## src/hw/tge_pkg.sv

```systemverilog
// Purpose: shared constants and types for the throttle and input-pin error status bank
// Assumes: one 100 MHz clock, synchronous active-low reset
// Notes: duty measurement arrives as an 8-bit fraction of full scale (255 = 100%)
package tge_pkg;
   // register offsets on the management port
   localparam logic [7:0] PROC1_THROTTLE_ERROR_STATUS = 8'h44;
   localparam logic [7:0] PROC2_THROTTLE_ERROR_STATUS = 8'h45;
   localparam logic [7:0] INPUT_PIN_ERROR_STATUS = 8'h46;
   localparam logic [7:0] STATUS_RESET = 8'h00;
   // bit positions in a throttle status register
   localparam int BIT_ANY = 0;
   localparam int BIT_B0 = 1;
   localparam int BIT_B12 = 2;
   localparam int BIT_B25 = 3;
   localparam int BIT_B50 = 4;
   localparam int BIT_B75 = 5;
   localparam int BIT_FULL = 6;
   localparam int BIT_LIMIT = 7;
   // duty thresholds on the 0..255 scale (12.5%, 25%, 50%, 75%)
   localparam logic [7:0] DUTY_12 = 8'h20;
   localparam logic [7:0] DUTY_25 = 8'h40;
   localparam logic [7:0] DUTY_50 = 8'h80;
   localparam logic [7:0] DUTY_75 = 8'hC0;
   localparam logic [7:0] DUTY_FULL = 8'hFF;
   // sleep state codes as written to the sleep-state control register
   typedef enum logic [1:0] {TGE_S0, TGE_S1, TGE_S3, TGE_S45} tge_sleep_t;
   // one finished duty measurement for a processor
   typedef struct packed {
      logic valid;
      logic [7:0] duty;
      logic overLimit;
   } tge_meas_t;
endpackage

```

## src/hw/tge_status_bank.sv

```systemverilog
// Purpose: sticky error bits for two throttle inputs and eight general input pins
// Assumes: duty measurements and pin levels synchronous to mclk
// Notes on behaviour
// any nonzero throttling sets bit 0 of that processor's status.
// duty from 0 up to below 12.5% sets bit 1.
// duty from 12.5% up to below 25% sets bit 2.
// bit 3 for 25 to 50 percent, bit 4 for 50 to 75.
// duty from 75% up to below 100% sets bit 5.
// throttle asserted the whole measurement sets bit 6.
// throttling over the user limit sets bit 7.
// only bit 7 of each throttle register feeds the summary error.
// input pin n low sets pin error bit n unless masked.
// no bit is set while in a sleep state that masks it.
// optional sleep masking of pin bits follows the sleep mask setting.
// bits stay set until written one; set beats clear.
`timescale 1ns/10ps
`default_nettype none
module tge_status_bank (
   input wire logic mclk,
   input wire logic rstn,
   input wire tge_pkg::tge_meas_t cpu1Meas,
   input wire tge_pkg::tge_meas_t cpu2Meas,
   input wire logic [7:0] generalPin,
   input wire logic [7:0] pinErrMask,
   input wire tge_pkg::tge_sleep_t sleepState,
   input wire logic [7:0] pinSleepMask,
   input wire logic regWrite,
   input wire logic regRead,
   input wire logic [7:0] regAddr,
   input wire logic [7:0] regWdata,
   output logic [7:0] regRdata,
   output logic mgmtSummaryErr
);
   logic [7:0] proc1Status;
   logic [7:0] proc2Status;
   logic [7:0] pinStatus;

   // every throttle bit masks in S3 and S4/5
   wire throttleAsleep = (sleepState == tge_pkg::TGE_S3) ||
                         (sleepState == tge_pkg::TGE_S45);
   // pin bits are only optionally masked in S1, S3, S4/5
   wire pinSleepy = sleepState != tge_pkg::TGE_S0;
   wire [7:0] pinSleepGate = pinSleepy ? pinSleepMask : 8'h00;

   // band decode, a function since both processors share it
   function automatic logic [7:0] bandBits(input tge_pkg::tge_meas_t m);
      logic [7:0] b;
      b = 8'h00;
      if (m.valid) begin
         b[tge_pkg::BIT_ANY] = m.duty != 8'h00;
         b[tge_pkg::BIT_B0] = m.duty < tge_pkg::DUTY_12;
         b[tge_pkg::BIT_B12] = (m.duty >= tge_pkg::DUTY_12) &&
                               (m.duty < tge_pkg::DUTY_25);
         b[tge_pkg::BIT_B25] = (m.duty >= tge_pkg::DUTY_25) &&
                               (m.duty < tge_pkg::DUTY_50);
         b[tge_pkg::BIT_B50] = (m.duty >= tge_pkg::DUTY_50) &&
                               (m.duty < tge_pkg::DUTY_75);
         b[tge_pkg::BIT_B75] = (m.duty >= tge_pkg::DUTY_75) &&
                               (m.duty < tge_pkg::DUTY_FULL);
         b[tge_pkg::BIT_FULL] = m.duty == tge_pkg::DUTY_FULL;
         b[tge_pkg::BIT_LIMIT] = m.overLimit;
      end
      return b;
   endfunction

   // set terms after sleep gating
   wire [7:0] set1 = throttleAsleep ? 8'h00 : bandBits(cpu1Meas);
   wire [7:0] set2 = throttleAsleep ? 8'h00 : bandBits(cpu2Meas);
   wire [7:0] setPin = ~generalPin & ~pinErrMask & ~pinSleepGate;

   // register selects, shared by the clear strobes and the read mux
   wire sel1 = regAddr == tge_pkg::PROC1_THROTTLE_ERROR_STATUS;
   wire sel2 = regAddr == tge_pkg::PROC2_THROTTLE_ERROR_STATUS;
   wire selPin = regAddr == tge_pkg::INPUT_PIN_ERROR_STATUS;

   // write-one-to-clear strobes per register
   wire [7:0] clr1 = (regWrite && sel1) ? regWdata : 8'h00;
   wire [7:0] clr2 = (regWrite && sel2) ? regWdata : 8'h00;
   wire [7:0] clrPin = (regWrite && selPin) ? regWdata : 8'h00;

   // next values: a live condition keeps the bit set through a clear
   wire [7:0] next_proc1Status = set1 | (proc1Status & ~clr1);
   wire [7:0] next_proc2Status = set2 | (proc2Status & ~clr2);
   wire [7:0] next_pinStatus = setPin | (pinStatus & ~clrPin);
   // summary looks at the limit bits and every pin bit; band bits are informational
   wire next_summary = next_proc1Status[tge_pkg::BIT_LIMIT] |
                       next_proc2Status[tge_pkg::BIT_LIMIT] | (|next_pinStatus);

   // read mux; unmapped offsets read zero, last word holds between reads
   wire [7:0] next_regRdata =
      !regRead ? regRdata :
      sel1 ? proc1Status :
      sel2 ? proc2Status :
      selPin ? pinStatus : 8'h00;

   // status registers
   always_ff @(posedge mclk) begin
      if (!rstn) begin
         proc1Status <= tge_pkg::STATUS_RESET;
         proc2Status <= tge_pkg::STATUS_RESET;
         pinStatus <= tge_pkg::STATUS_RESET;
      end else begin
         proc1Status <= next_proc1Status;
         proc2Status <= next_proc2Status;
         pinStatus <= next_pinStatus;
      end
   end

   // outputs, registered
   always_ff @(posedge mclk) begin
      if (!rstn) begin
         regRdata <= 8'h00;
         mgmtSummaryErr <= 1'b0;
      end else begin
         regRdata <= next_regRdata;
         mgmtSummaryErr <= next_summary;
      end
   end

   // any-throttle flag: nonzero duty sets it, zero duty never does
   a_any_throttle: assert property (@(posedge mclk) disable iff (!rstn)
      !throttleAsleep && cpu2Meas.valid && cpu2Meas.duty != 8'h00
      |=> proc2Status[tge_pkg::BIT_ANY])
      else $error("any-throttle bit missed");
   a_any_cpu1: assert property (@(posedge mclk) disable iff (!rstn)
      !throttleAsleep && cpu1Meas.valid && cpu1Meas.duty != 8'h00
      |=> proc1Status[tge_pkg::BIT_ANY])
      else $error("any-throttle bit missed on first processor");
   a_low_excl_any: assert property (@(posedge mclk) disable iff (!rstn)
      cpu1Meas.valid && cpu1Meas.duty == 8'h00 && !proc1Status[tge_pkg::BIT_ANY]
      |=> !proc1Status[tge_pkg::BIT_ANY])
      else $error("any-throttle bit set by zero duty");

   // duty bands; each band has a lower bound that is inclusive, so the
   // threshold value itself must land in the upper band
   a_low_band: assert property (@(posedge mclk) disable iff (!rstn)
      !throttleAsleep && cpu1Meas.valid && cpu1Meas.duty < tge_pkg::DUTY_12
      |=> proc1Status[tge_pkg::BIT_B0])
      else $error("lowest band missed");
   a_low_cpu2: assert property (@(posedge mclk) disable iff (!rstn)
      !throttleAsleep && cpu2Meas.valid && cpu2Meas.duty < tge_pkg::DUTY_12
      |=> proc2Status[tge_pkg::BIT_B0])
      else $error("lowest band missed on second processor");
   a_band_12: assert property (@(posedge mclk) disable iff (!rstn)
      !throttleAsleep && cpu1Meas.valid && cpu1Meas.duty == tge_pkg::DUTY_12
      |=> proc1Status[tge_pkg::BIT_B12])
      else $error("12.5 band missed");
   a_b12_cpu2: assert property (@(posedge mclk) disable iff (!rstn)
      !throttleAsleep && cpu2Meas.valid && cpu2Meas.duty >= tge_pkg::DUTY_12 &&
      cpu2Meas.duty < tge_pkg::DUTY_25 |=> proc2Status[tge_pkg::BIT_B12])
      else $error("12.5 band missed on second processor");
   a_b25_cpu1: assert property (@(posedge mclk) disable iff (!rstn)
      !throttleAsleep && cpu1Meas.valid && cpu1Meas.duty >= tge_pkg::DUTY_25 &&
      cpu1Meas.duty < tge_pkg::DUTY_50 |=> proc1Status[tge_pkg::BIT_B25])
      else $error("25 band missed");
   a_b25_cpu2: assert property (@(posedge mclk) disable iff (!rstn)
      !throttleAsleep && cpu2Meas.valid && cpu2Meas.duty >= tge_pkg::DUTY_25 &&
      cpu2Meas.duty < tge_pkg::DUTY_50 |=> proc2Status[tge_pkg::BIT_B25])
      else $error("25 band missed on second processor");
   a_band_50: assert property (@(posedge mclk) disable iff (!rstn)
      !throttleAsleep && cpu2Meas.valid && cpu2Meas.duty == tge_pkg::DUTY_50
      |=> proc2Status[tge_pkg::BIT_B50])
      else $error("50 band wrong");
   a_b50_cpu1: assert property (@(posedge mclk) disable iff (!rstn)
      !throttleAsleep && cpu1Meas.valid && cpu1Meas.duty >= tge_pkg::DUTY_50 &&
      cpu1Meas.duty < tge_pkg::DUTY_75 |=> proc1Status[tge_pkg::BIT_B50])
      else $error("50 band missed on first processor");
   a_band_75: assert property (@(posedge mclk) disable iff (!rstn)
      !throttleAsleep && cpu1Meas.valid && cpu1Meas.duty == tge_pkg::DUTY_75
      |=> proc1Status[tge_pkg::BIT_B75])
      else $error("75 band missed");
   a_b75_cpu2: assert property (@(posedge mclk) disable iff (!rstn)
      !throttleAsleep && cpu2Meas.valid && cpu2Meas.duty >= tge_pkg::DUTY_75 &&
      cpu2Meas.duty < tge_pkg::DUTY_FULL |=> proc2Status[tge_pkg::BIT_B75])
      else $error("75 band missed on second processor");
   a_full_excl_75: assert property (@(posedge mclk) disable iff (!rstn)
      cpu1Meas.valid && cpu1Meas.duty == tge_pkg::DUTY_FULL &&
      !proc1Status[tge_pkg::BIT_B75] |=> !proc1Status[tge_pkg::BIT_B75])
      else $error("full duty leaked into 75 band");

   // full throttle has its own bit, apart from the top band
   a_band_sets: assert property (@(posedge mclk) disable iff (!rstn)
      !throttleAsleep && cpu1Meas.valid && cpu1Meas.duty == tge_pkg::DUTY_FULL
      |=> proc1Status[tge_pkg::BIT_FULL])
      else $error("full throttle bit not set");
   a_full_cpu2: assert property (@(posedge mclk) disable iff (!rstn)
      !throttleAsleep && cpu2Meas.valid && cpu2Meas.duty == tge_pkg::DUTY_FULL
      |=> proc2Status[tge_pkg::BIT_FULL])
      else $error("full throttle bit not set on second processor");

   // limit bits and the summary; summary is built from next values, so it
   // rises in the same cycle as the bit and a clear right after cannot race it
   a_limit_set: assert property (@(posedge mclk) disable iff (!rstn)
      !throttleAsleep && cpu1Meas.valid && cpu1Meas.overLimit
      |=> proc1Status[tge_pkg::BIT_LIMIT] && mgmtSummaryErr)
      else $error("limit error not raised");
   a_limit_cpu2: assert property (@(posedge mclk) disable iff (!rstn)
      !throttleAsleep && cpu2Meas.valid && cpu2Meas.overLimit
      |=> proc2Status[tge_pkg::BIT_LIMIT] && mgmtSummaryErr)
      else $error("limit error not raised on second processor");
   a_summary_src: assert property (@(posedge mclk) disable iff (!rstn)
      !next_proc1Status[tge_pkg::BIT_LIMIT] && !next_proc2Status[tge_pkg::BIT_LIMIT] &&
      next_pinStatus == 8'h00 |=> !mgmtSummaryErr)
      else $error("summary driven by band bits");
   a_summary_lim2: assert property (@(posedge mclk) disable iff (!rstn)
      next_proc2Status[tge_pkg::BIT_LIMIT]
      |=> mgmtSummaryErr)
      else $error("summary missed second limit bit");

   // input pins, low is the error level
   a_pin_low: assert property (@(posedge mclk) disable iff (!rstn)
      !generalPin[0] && !pinErrMask[0] && !pinSleepGate[0]
      |=> pinStatus[0])
      else $error("pin error missed");
   a_pin_low7: assert property (@(posedge mclk) disable iff (!rstn)
      !generalPin[7] && !pinErrMask[7] && !pinSleepGate[7]
      |=> pinStatus[7])
      else $error("top pin error missed");
   a_pin_mask: assert property (@(posedge mclk) disable iff (!rstn)
      pinErrMask[0] && !pinStatus[0]
      |=> !pinStatus[0])
      else $error("masked pin error set");
   a_pin_high: assert property (@(posedge mclk) disable iff (!rstn)
      generalPin[7] && !pinStatus[7]
      |=> !pinStatus[7])
      else $error("pin error set while pin high");

   // sleep gating: throttle bits always masked in deep sleep, pins only
   // where the optional mask bit asks for it
   a_sleep_mask: assert property (@(posedge mclk) disable iff (!rstn)
      sleepState == tge_pkg::TGE_S3 && proc1Status == 8'h00 && !regWrite
      |=> proc1Status == 8'h00)
      else $error("set during sleep");
   a_sleep_s3_cpu2: assert property (@(posedge mclk) disable iff (!rstn)
      sleepState == tge_pkg::TGE_S3 && proc2Status == 8'h00
      |=> proc2Status == 8'h00)
      else $error("second processor set during sleep");
   a_sleep45_cpu2: assert property (@(posedge mclk) disable iff (!rstn)
      sleepState == tge_pkg::TGE_S45 && proc2Status == 8'h00
      |=> proc2Status == 8'h00)
      else $error("second processor set in deepest sleep");
   a_opt_mask: assert property (@(posedge mclk) disable iff (!rstn)
      pinSleepy && pinSleepMask[3] && !pinStatus[3]
      |=> !pinStatus[3])
      else $error("optional sleep mask ignored");
   a_s0_no_gate: assert property (@(posedge mclk) disable iff (!rstn)
      sleepState == tge_pkg::TGE_S0 && !generalPin[3] && !pinErrMask[3]
      |=> pinStatus[3])
      else $error("sleep mask applied while awake");
   a_opt_unmasked: assert property (@(posedge mclk) disable iff (!rstn)
      pinSleepy && !pinSleepMask[3] && !generalPin[3] && !pinErrMask[3]
      |=> pinStatus[3])
      else $error("pin masked in sleep without mask bit");

   // sticky bits and write-one-to-clear, set wins a tie
   a_sticky_hold: assert property (@(posedge mclk) disable iff (!rstn)
      pinStatus[5] && !(regWrite && selPin && regWdata[5])
      |=> pinStatus[5])
      else $error("bit cleared without write");
   a_sticky_p1: assert property (@(posedge mclk) disable iff (!rstn)
      proc1Status[7] && !(regWrite && sel1 && regWdata[7])
      |=> proc1Status[7])
      else $error("limit bit cleared without write");
   a_sticky_p2: assert property (@(posedge mclk) disable iff (!rstn)
      proc2Status[0] && !(regWrite && sel2 && regWdata[0])
      |=> proc2Status[0])
      else $error("any-throttle bit cleared without write");
   a_clear_works: assert property (@(posedge mclk) disable iff (!rstn)
      regWrite && selPin && regWdata[2] && generalPin[2]
      |=> !pinStatus[2])
      else $error("pin error not cleared");
   a_set_wins: assert property (@(posedge mclk) disable iff (!rstn)
      regWrite && selPin && regWdata[1] && !generalPin[1] && !pinErrMask[1] &&
      !pinSleepGate[1] |=> pinStatus[1])
      else $error("clear beat a live pin error");
   a_clear_p1: assert property (@(posedge mclk) disable iff (!rstn)
      regWrite && sel1 && regWdata[7] && !cpu1Meas.valid
      |=> !proc1Status[7])
      else $error("limit bit not cleared");

   // read port: one cycle latency, data held between reads
   a_read_p1: assert property (@(posedge mclk) disable iff (!rstn)
      regRead && sel1
      |=> regRdata == $past(proc1Status))
      else $error("first throttle register read wrong");
   a_read_p2: assert property (@(posedge mclk) disable iff (!rstn)
      regRead && sel2
      |=> regRdata == $past(proc2Status))
      else $error("second throttle register read wrong");
   a_read_pin: assert property (@(posedge mclk) disable iff (!rstn)
      regRead && selPin
      |=> regRdata == $past(pinStatus))
      else $error("pin register read wrong");
   a_read_unmapped: assert property (@(posedge mclk) disable iff (!rstn)
      regRead && !sel1 && !sel2 && !selPin
      |=> regRdata == 8'h00)
      else $error("unmapped read not zero");
   a_rdata_hold: assert property (@(posedge mclk) disable iff (!rstn)
      !regRead
      |=> $stable(regRdata))
      else $error("read data moved without a read");
endmodule
`default_nettype wire

```

## config.mk

```make
export PLATFORM = sky130hd
export DESIGN_NAME = tge_status_bank
export DESIGN_NICKNAME = d
export VERILOG_FILES = /design/src/hw/tge_pkg.sv /design/src/hw/tge_status_bank.sv
export SDC_FILE = /design/constraint.sdc
export NUM_CORES = 1
export LEC_CHECK = 0
export BUFFER_PORTS_ARGS = -buffer_cell sky130_fd_sc_hd__clkbuf_2
export CAP_MARGIN = 0
export CORE_AREA = 4 4 76 78
export CTS_CLUSTER_SIZE = 28
export DETAILED_ROUTE_END_ITERATION = 8
export DIE_AREA = 0 0 80 82
export GPL_TIMING_DRIVEN = 1
export SYNTH_ARGS = -nofsm -noshare
export SYNTH_HDL_FRONTEND = slang
export SYNTH_SLANG_ARGS = --single-unit
```

## constraint.sdc

```tcl
create_clock -name mclk -period 3.3 [get_ports mclk]
set_clock_uncertainty 0.2 [all_clocks]
set_input_delay 0.495 -clock mclk [delete_from_list [all_inputs] [get_ports mclk]]
set_output_delay 0.495 -clock mclk [all_outputs]
set_load 0.1 [all_outputs]
```

# Word-level counts from Yosys, hierarchy flattened
# Index checks and enable logic that the tools add are counted.
# word_totals
ff_bits,33
latchBits,0
ramBits,0
mem_bits_ro,0
inputBits,66
out_inout_bits,9
word_cells,73
n_memories,0
# classes
addsub,0
multipliers,0
div_mod_pow,0
magnitude_cmp,18
n_eq_ne,7
n_shift,0
n_mux,11
bitwise_logic,16
reduce_logical,16
# op_table
operator,n
$mux 8,11
$lt 8x8->1 const B,6
$not 8->8,6
$and 8x8->8,5
$ge 8x8->1 const B,4
$eq 8x7->1 const B,3
$or 8x8->8,3
$eq 8x8->1 const B,2
$ge 8x6->1 const B,2
$ge 8x7->1 const B,2
$lt 8x6->1 const B,2
$lt 8x7->1 const B,2
$reduce_bool 8->1,2
$logic_and 1x1->1,11
$reduce_or 8->1,1
$eq 2x2->1 const B,2
$or 1x1->1,2
$reduce_bool 2->1,1
$logic_or 1x1->1,1

# Longest topological paths before layout
# depth
word_depth,8
depth_mapped,7
depth_no_buf,5

# Worst setup path after synthesis
# OpenSTA, ideal clock, no wires.
# synth_timing
path_type,input -> register
start,input regAddr[3]
end,register mgmtSummaryErr
setup_time_ps,139
arrival_ps,2357
required_ps,2961
setup_slack_ps,604
stages,6
path_buffers,1
path_cell_list,or4b_4 -> buf_6 -> or4b_4 -> a211o_1 -> nor4_1 -> a41oi_1
# synth_via
elab_chain_cells,8
word_cells_on_any_way,21
# synth_lines
element,line_no,source
from (decl),tge_status_bank.sv:29,"input wire logic [7:0] regAddr,"
$eq 8x7->1 (on tied branches),"tge_status_bank.sv:74, tge_status_bank.sv:72, tge_status_bank.sv:73",
$logic_and 1x1->1 (on tied branches),"tge_status_bank.sv:79, tge_status_bank.sv:77, tge_status_bank.sv:78",
$mux 8 (on tied branches),"tge_status_bank.sv:79, tge_status_bank.sv:77, tge_status_bank.sv:78",
$not 8->8 (on tied branches),"tge_status_bank.sv:84, tge_status_bank.sv:82, tge_status_bank.sv:83",
$and 8x8->8 (on tied branches),"tge_status_bank.sv:84, tge_status_bank.sv:82, tge_status_bank.sv:83",
$or 8x8->8 (on tied branches),"tge_status_bank.sv:84, tge_status_bank.sv:82, tge_status_bank.sv:83",
$reduce_or 8->1 / $or 1x1->1 (equally long branches),"tge_status_bank.sv:87, tge_status_bank.sv:86",
$or 1x1->1 (*),tge_status_bank.sv:87,next_proc2Status[tge_pkg::BIT_LIMIT] | (|next_pinStatus);
to (signal assigned),tge_status_bank.sv:116,mgmtSummaryErr <= next_summary;
to (decl),tge_status_bank.sv:32,output logic mgmtSummaryErr
# Mark *: on every way between the ends. The rest lies on a longest branch, timed or not.
# A chain may end at the register's enable or synchronous reset.

# Worst setup path in the final report
# Ends and elaborated chain as after synthesis.

==> flow_summary_export.csv <==
group,metric,value,unit
run_status,status,"finished, final reports clean",
sta,fin_tns_setup,0,ns
critical_path,crit_arrival,2.55,ns
sta,final_hold_viol_count,0,
finish,syn_to_final_growth,28.7,%
grt,grt_pass1_vias,1742,
clocking,post_cts_buffers,0,
logic_synthesis,syn_nets,286,
placed_design,numPortBuffers,74,
critical_path,end_kind,"register",
clocking,clk_pin_slew,0.07,ns
clocking,cts.sinks,33,
critical_path,reg2reg_slack,1.75,ns
grt,grt_max_degree,24,
floorplanning,dieWidth,80,um
min_path,hold_path_startpoint,"regRdata[2]",
clocking,htree_levels,2,
sta,grt_setup_unrepaired,"no",
floorplanning,die_area,6560,um^2
logic_synthesis,postSynthAreaPerCell,7.96,um^2
logic_synthesis,synth.distinct_cells,35,
grt,grt_antenna_before_repair,0,
logic_synthesis,ys_ff_latch,33,
drt,first_iter_violations,106,
clocking,cts_inserted_buffers,5,
drt,via_per_inst,5.04,
sta,setup_viol,0,
sta,max_freq,381,MHz
min_path,hold_depth,2,
pwr,ir_drop,178,uV
sta,fin_crit_sh,0.794,
clocking,cts_resized,0,
logic_synthesis,synth-main-ff-cell,"dfxtp_1",
drt,wl_per_cell,14.4,um
floorplanning,ioPinCount,75,
clocking,cts_hold_buf,0,
logic_synthesis,yosysWarnings,0,
sta,worstMarginPinSlew,0.740,ns
drt,vias,1825,
logic_synthesis,ys_seq_area_frac,0.377,
grt,grt.overflow.total,0,
critical_path,regToRegStartpoint,"pinStatus[2]",
floorplanning,start_util,0.345,
clocking,cts-root-buf,"clkbuf_8",
clocking,clk_latency,0.29,ns
floorplanning,die_h,82,um
sta,hold_slack,0.269,ns
finish,n_antenna_cell,0,
placed_design,dp_hpwl,4180,um
min_path,hold_path.class,"reg -> reg",
finish,fin_nets,357,
clocking,clock_path_buffers,2,
critical_path,reg2regPathDepth,4,
drt,drc,0,
placed_design,gp_congestion,0.827,
logic_synthesis,synth_cells,220,
grt,groute.usage.overall,0.163,
sta,finalCriticalPeriod,2.62,ns
sta,maxSlewViolCount,0,
flow_run,cap_violations,0,
critical_path,reg2reg_to,"mgmtSummaryErr",
sta,slew_headroom,0.506,
finish,drive_gt1_frac,0.298,
finish,layout_commonest_cell,"clkbuf_2",
pwr,p_leak,0.953,nW
min_path,holdPathEnd,"regRdata[2]",
critical_path,cp_max_fo,7,
floorplanning,fp-row-count,26,
logic_synthesis,synth_edf_count,0,
drt,drt_pre_antenna_iters,4,
logic_synthesis,synth_async_sr_flop_share,0,
critical_path,crit_path_start_kind,"input port",
floorplanning,core_area,5070,um^2
drt,ant_nets,0,
logic_synthesis,syn-cell-area,1750,um^2
critical_path,worstPathRequired,3.23,ns
pwr,powerDensity,384,nW/um^2
finish,layout_common_cells,"clkbuf_2, dfxtp_1, nand2_1, a21oi_1, nor2_1",
grt,grt_first_pass_wirelength,8190,um
critical_path,crit_type,"in -> reg",
clocking,cts_tree,"yes",
drt,postRouteWirelength,5220,um
==> how the worst max path moves through the flow <==
stage	from	end	slack, ns	cells after the start
finish	regAddr[3]	mgmtSummaryErr	0.68	6
global route	regAddr[3]	mgmtSummaryErr	0.64	6
detailed placement	regAddr[3]	mgmtSummaryErr	0.38	6
global placement	regAddr[3]	mgmtSummaryErr	0.45	6
floorplan	regAddr[3]	mgmtSummaryErr	0.60	6
CTS	regAddr[3]	mgmtSummaryErr	0.68	6
==> routing by layer <==
metal / GRT usage / vias to the layer above / part of all wire
met2: 0.262 / 58 / 0.47
li1: - / 941 / -
met1: 0.211 / 816 / 0.45
met4: 0.0693 / 0 / 0.018
met5: 0 / - / 0
met3: 0.0351 / 10 / 0.066
==> worst max-delay path, stage by stage <==
cell      delay [ns]
clkbuf_2        0.08
or4b_4          0.59
or4b_4          0.57
a211o_1         0.32
nor4_1          0.34
a41oi_1         0.16
==> layout make-up <==
type                            count  area [um^2]
Clock buffer                        5         68.8
Timing Repair Buffer               75          378
Sequential cell                    33          661
Clock inverter                      3         17.5
Inverter                            6         22.5
Tap cell                           70         87.6
Multi-Input combinational cell    170         1020
Fill cell                         559         2820
==> kinds of logic after synthesis <==
kind of cell    count (synthesis)  synth area share
flops                          33             0.377
mux                             8            0.0457
compound gates                 65             0.241
simple gates                   97             0.295
buf+inv                        17            0.0407
==> flip-flops by register name, summed over array words and instances, names as in the netlist <==
| name | cells |
|---|---|
| mgmtSummaryErr | 1 |
| pinStatus | 8 |
| proc1Status | 8 |
| proc2Status | 8 |
| regRdata | 8 |
==> cells in the mapped netlist, drive strengths merged, types with 2 or more instances <==
cell type,count,area share
a211o,5,0.025
a211oi,8,0.034
a21boi,8,0.034
a21oi,18,0.051
a22oi,2,0.0086
a32oi,2,0.010
and2,8,0.029
buf,3,0.011
clkbuf,8,0.017
dfxtp,33,0.38
inv,6,0.013
mux2i,8,0.046
nand2,25,0.054
nand2b,12,0.043
nand3,9,0.026
nand3b,2,0.0086
nand4,4,0.014
nor2,17,0.036
nor2b,3,0.011
nor3,3,0.0086
nor4,7,0.025
o21a,3,0.013
o21ai,13,0.037
o41ai,2,0.010
or4b,2,0.016
==> where the power goes <==
group,total [mW],switching (mW),internal (mW)
logic,0.142,0.0768,0.0656
clock network,0.297,0.152,0.145
registers,0.427,0.0122,0.414
total,0.866,0.241,0.625
==> per-stage QoR <==
| step | total power, mW | area (um^2) | util | worst slack [ns] | instances |
|---|---|---|---|---|---|
| 2_1_floorplan | 0.510 | 1750 | - | 0.604 | 220 |
| 3_3_place_gp | 0.576 | 2170 | 0.427 | 0.449 | 354 |
| 3_5_place_dp | 0.577 | 2170 | 0.427 | 0.376 | 354 |
| 4_1_cts | 0.874 | 2250 | 0.444 | 0.679 | 362 |
| 5_1_grt | 0.912 | 2250 | 0.444 | 0.644 | 362 |
| 6_report | 0.866 | 2250 | 0.444 | 0.679 | 362 |
(Power assumes the default switching activity.)
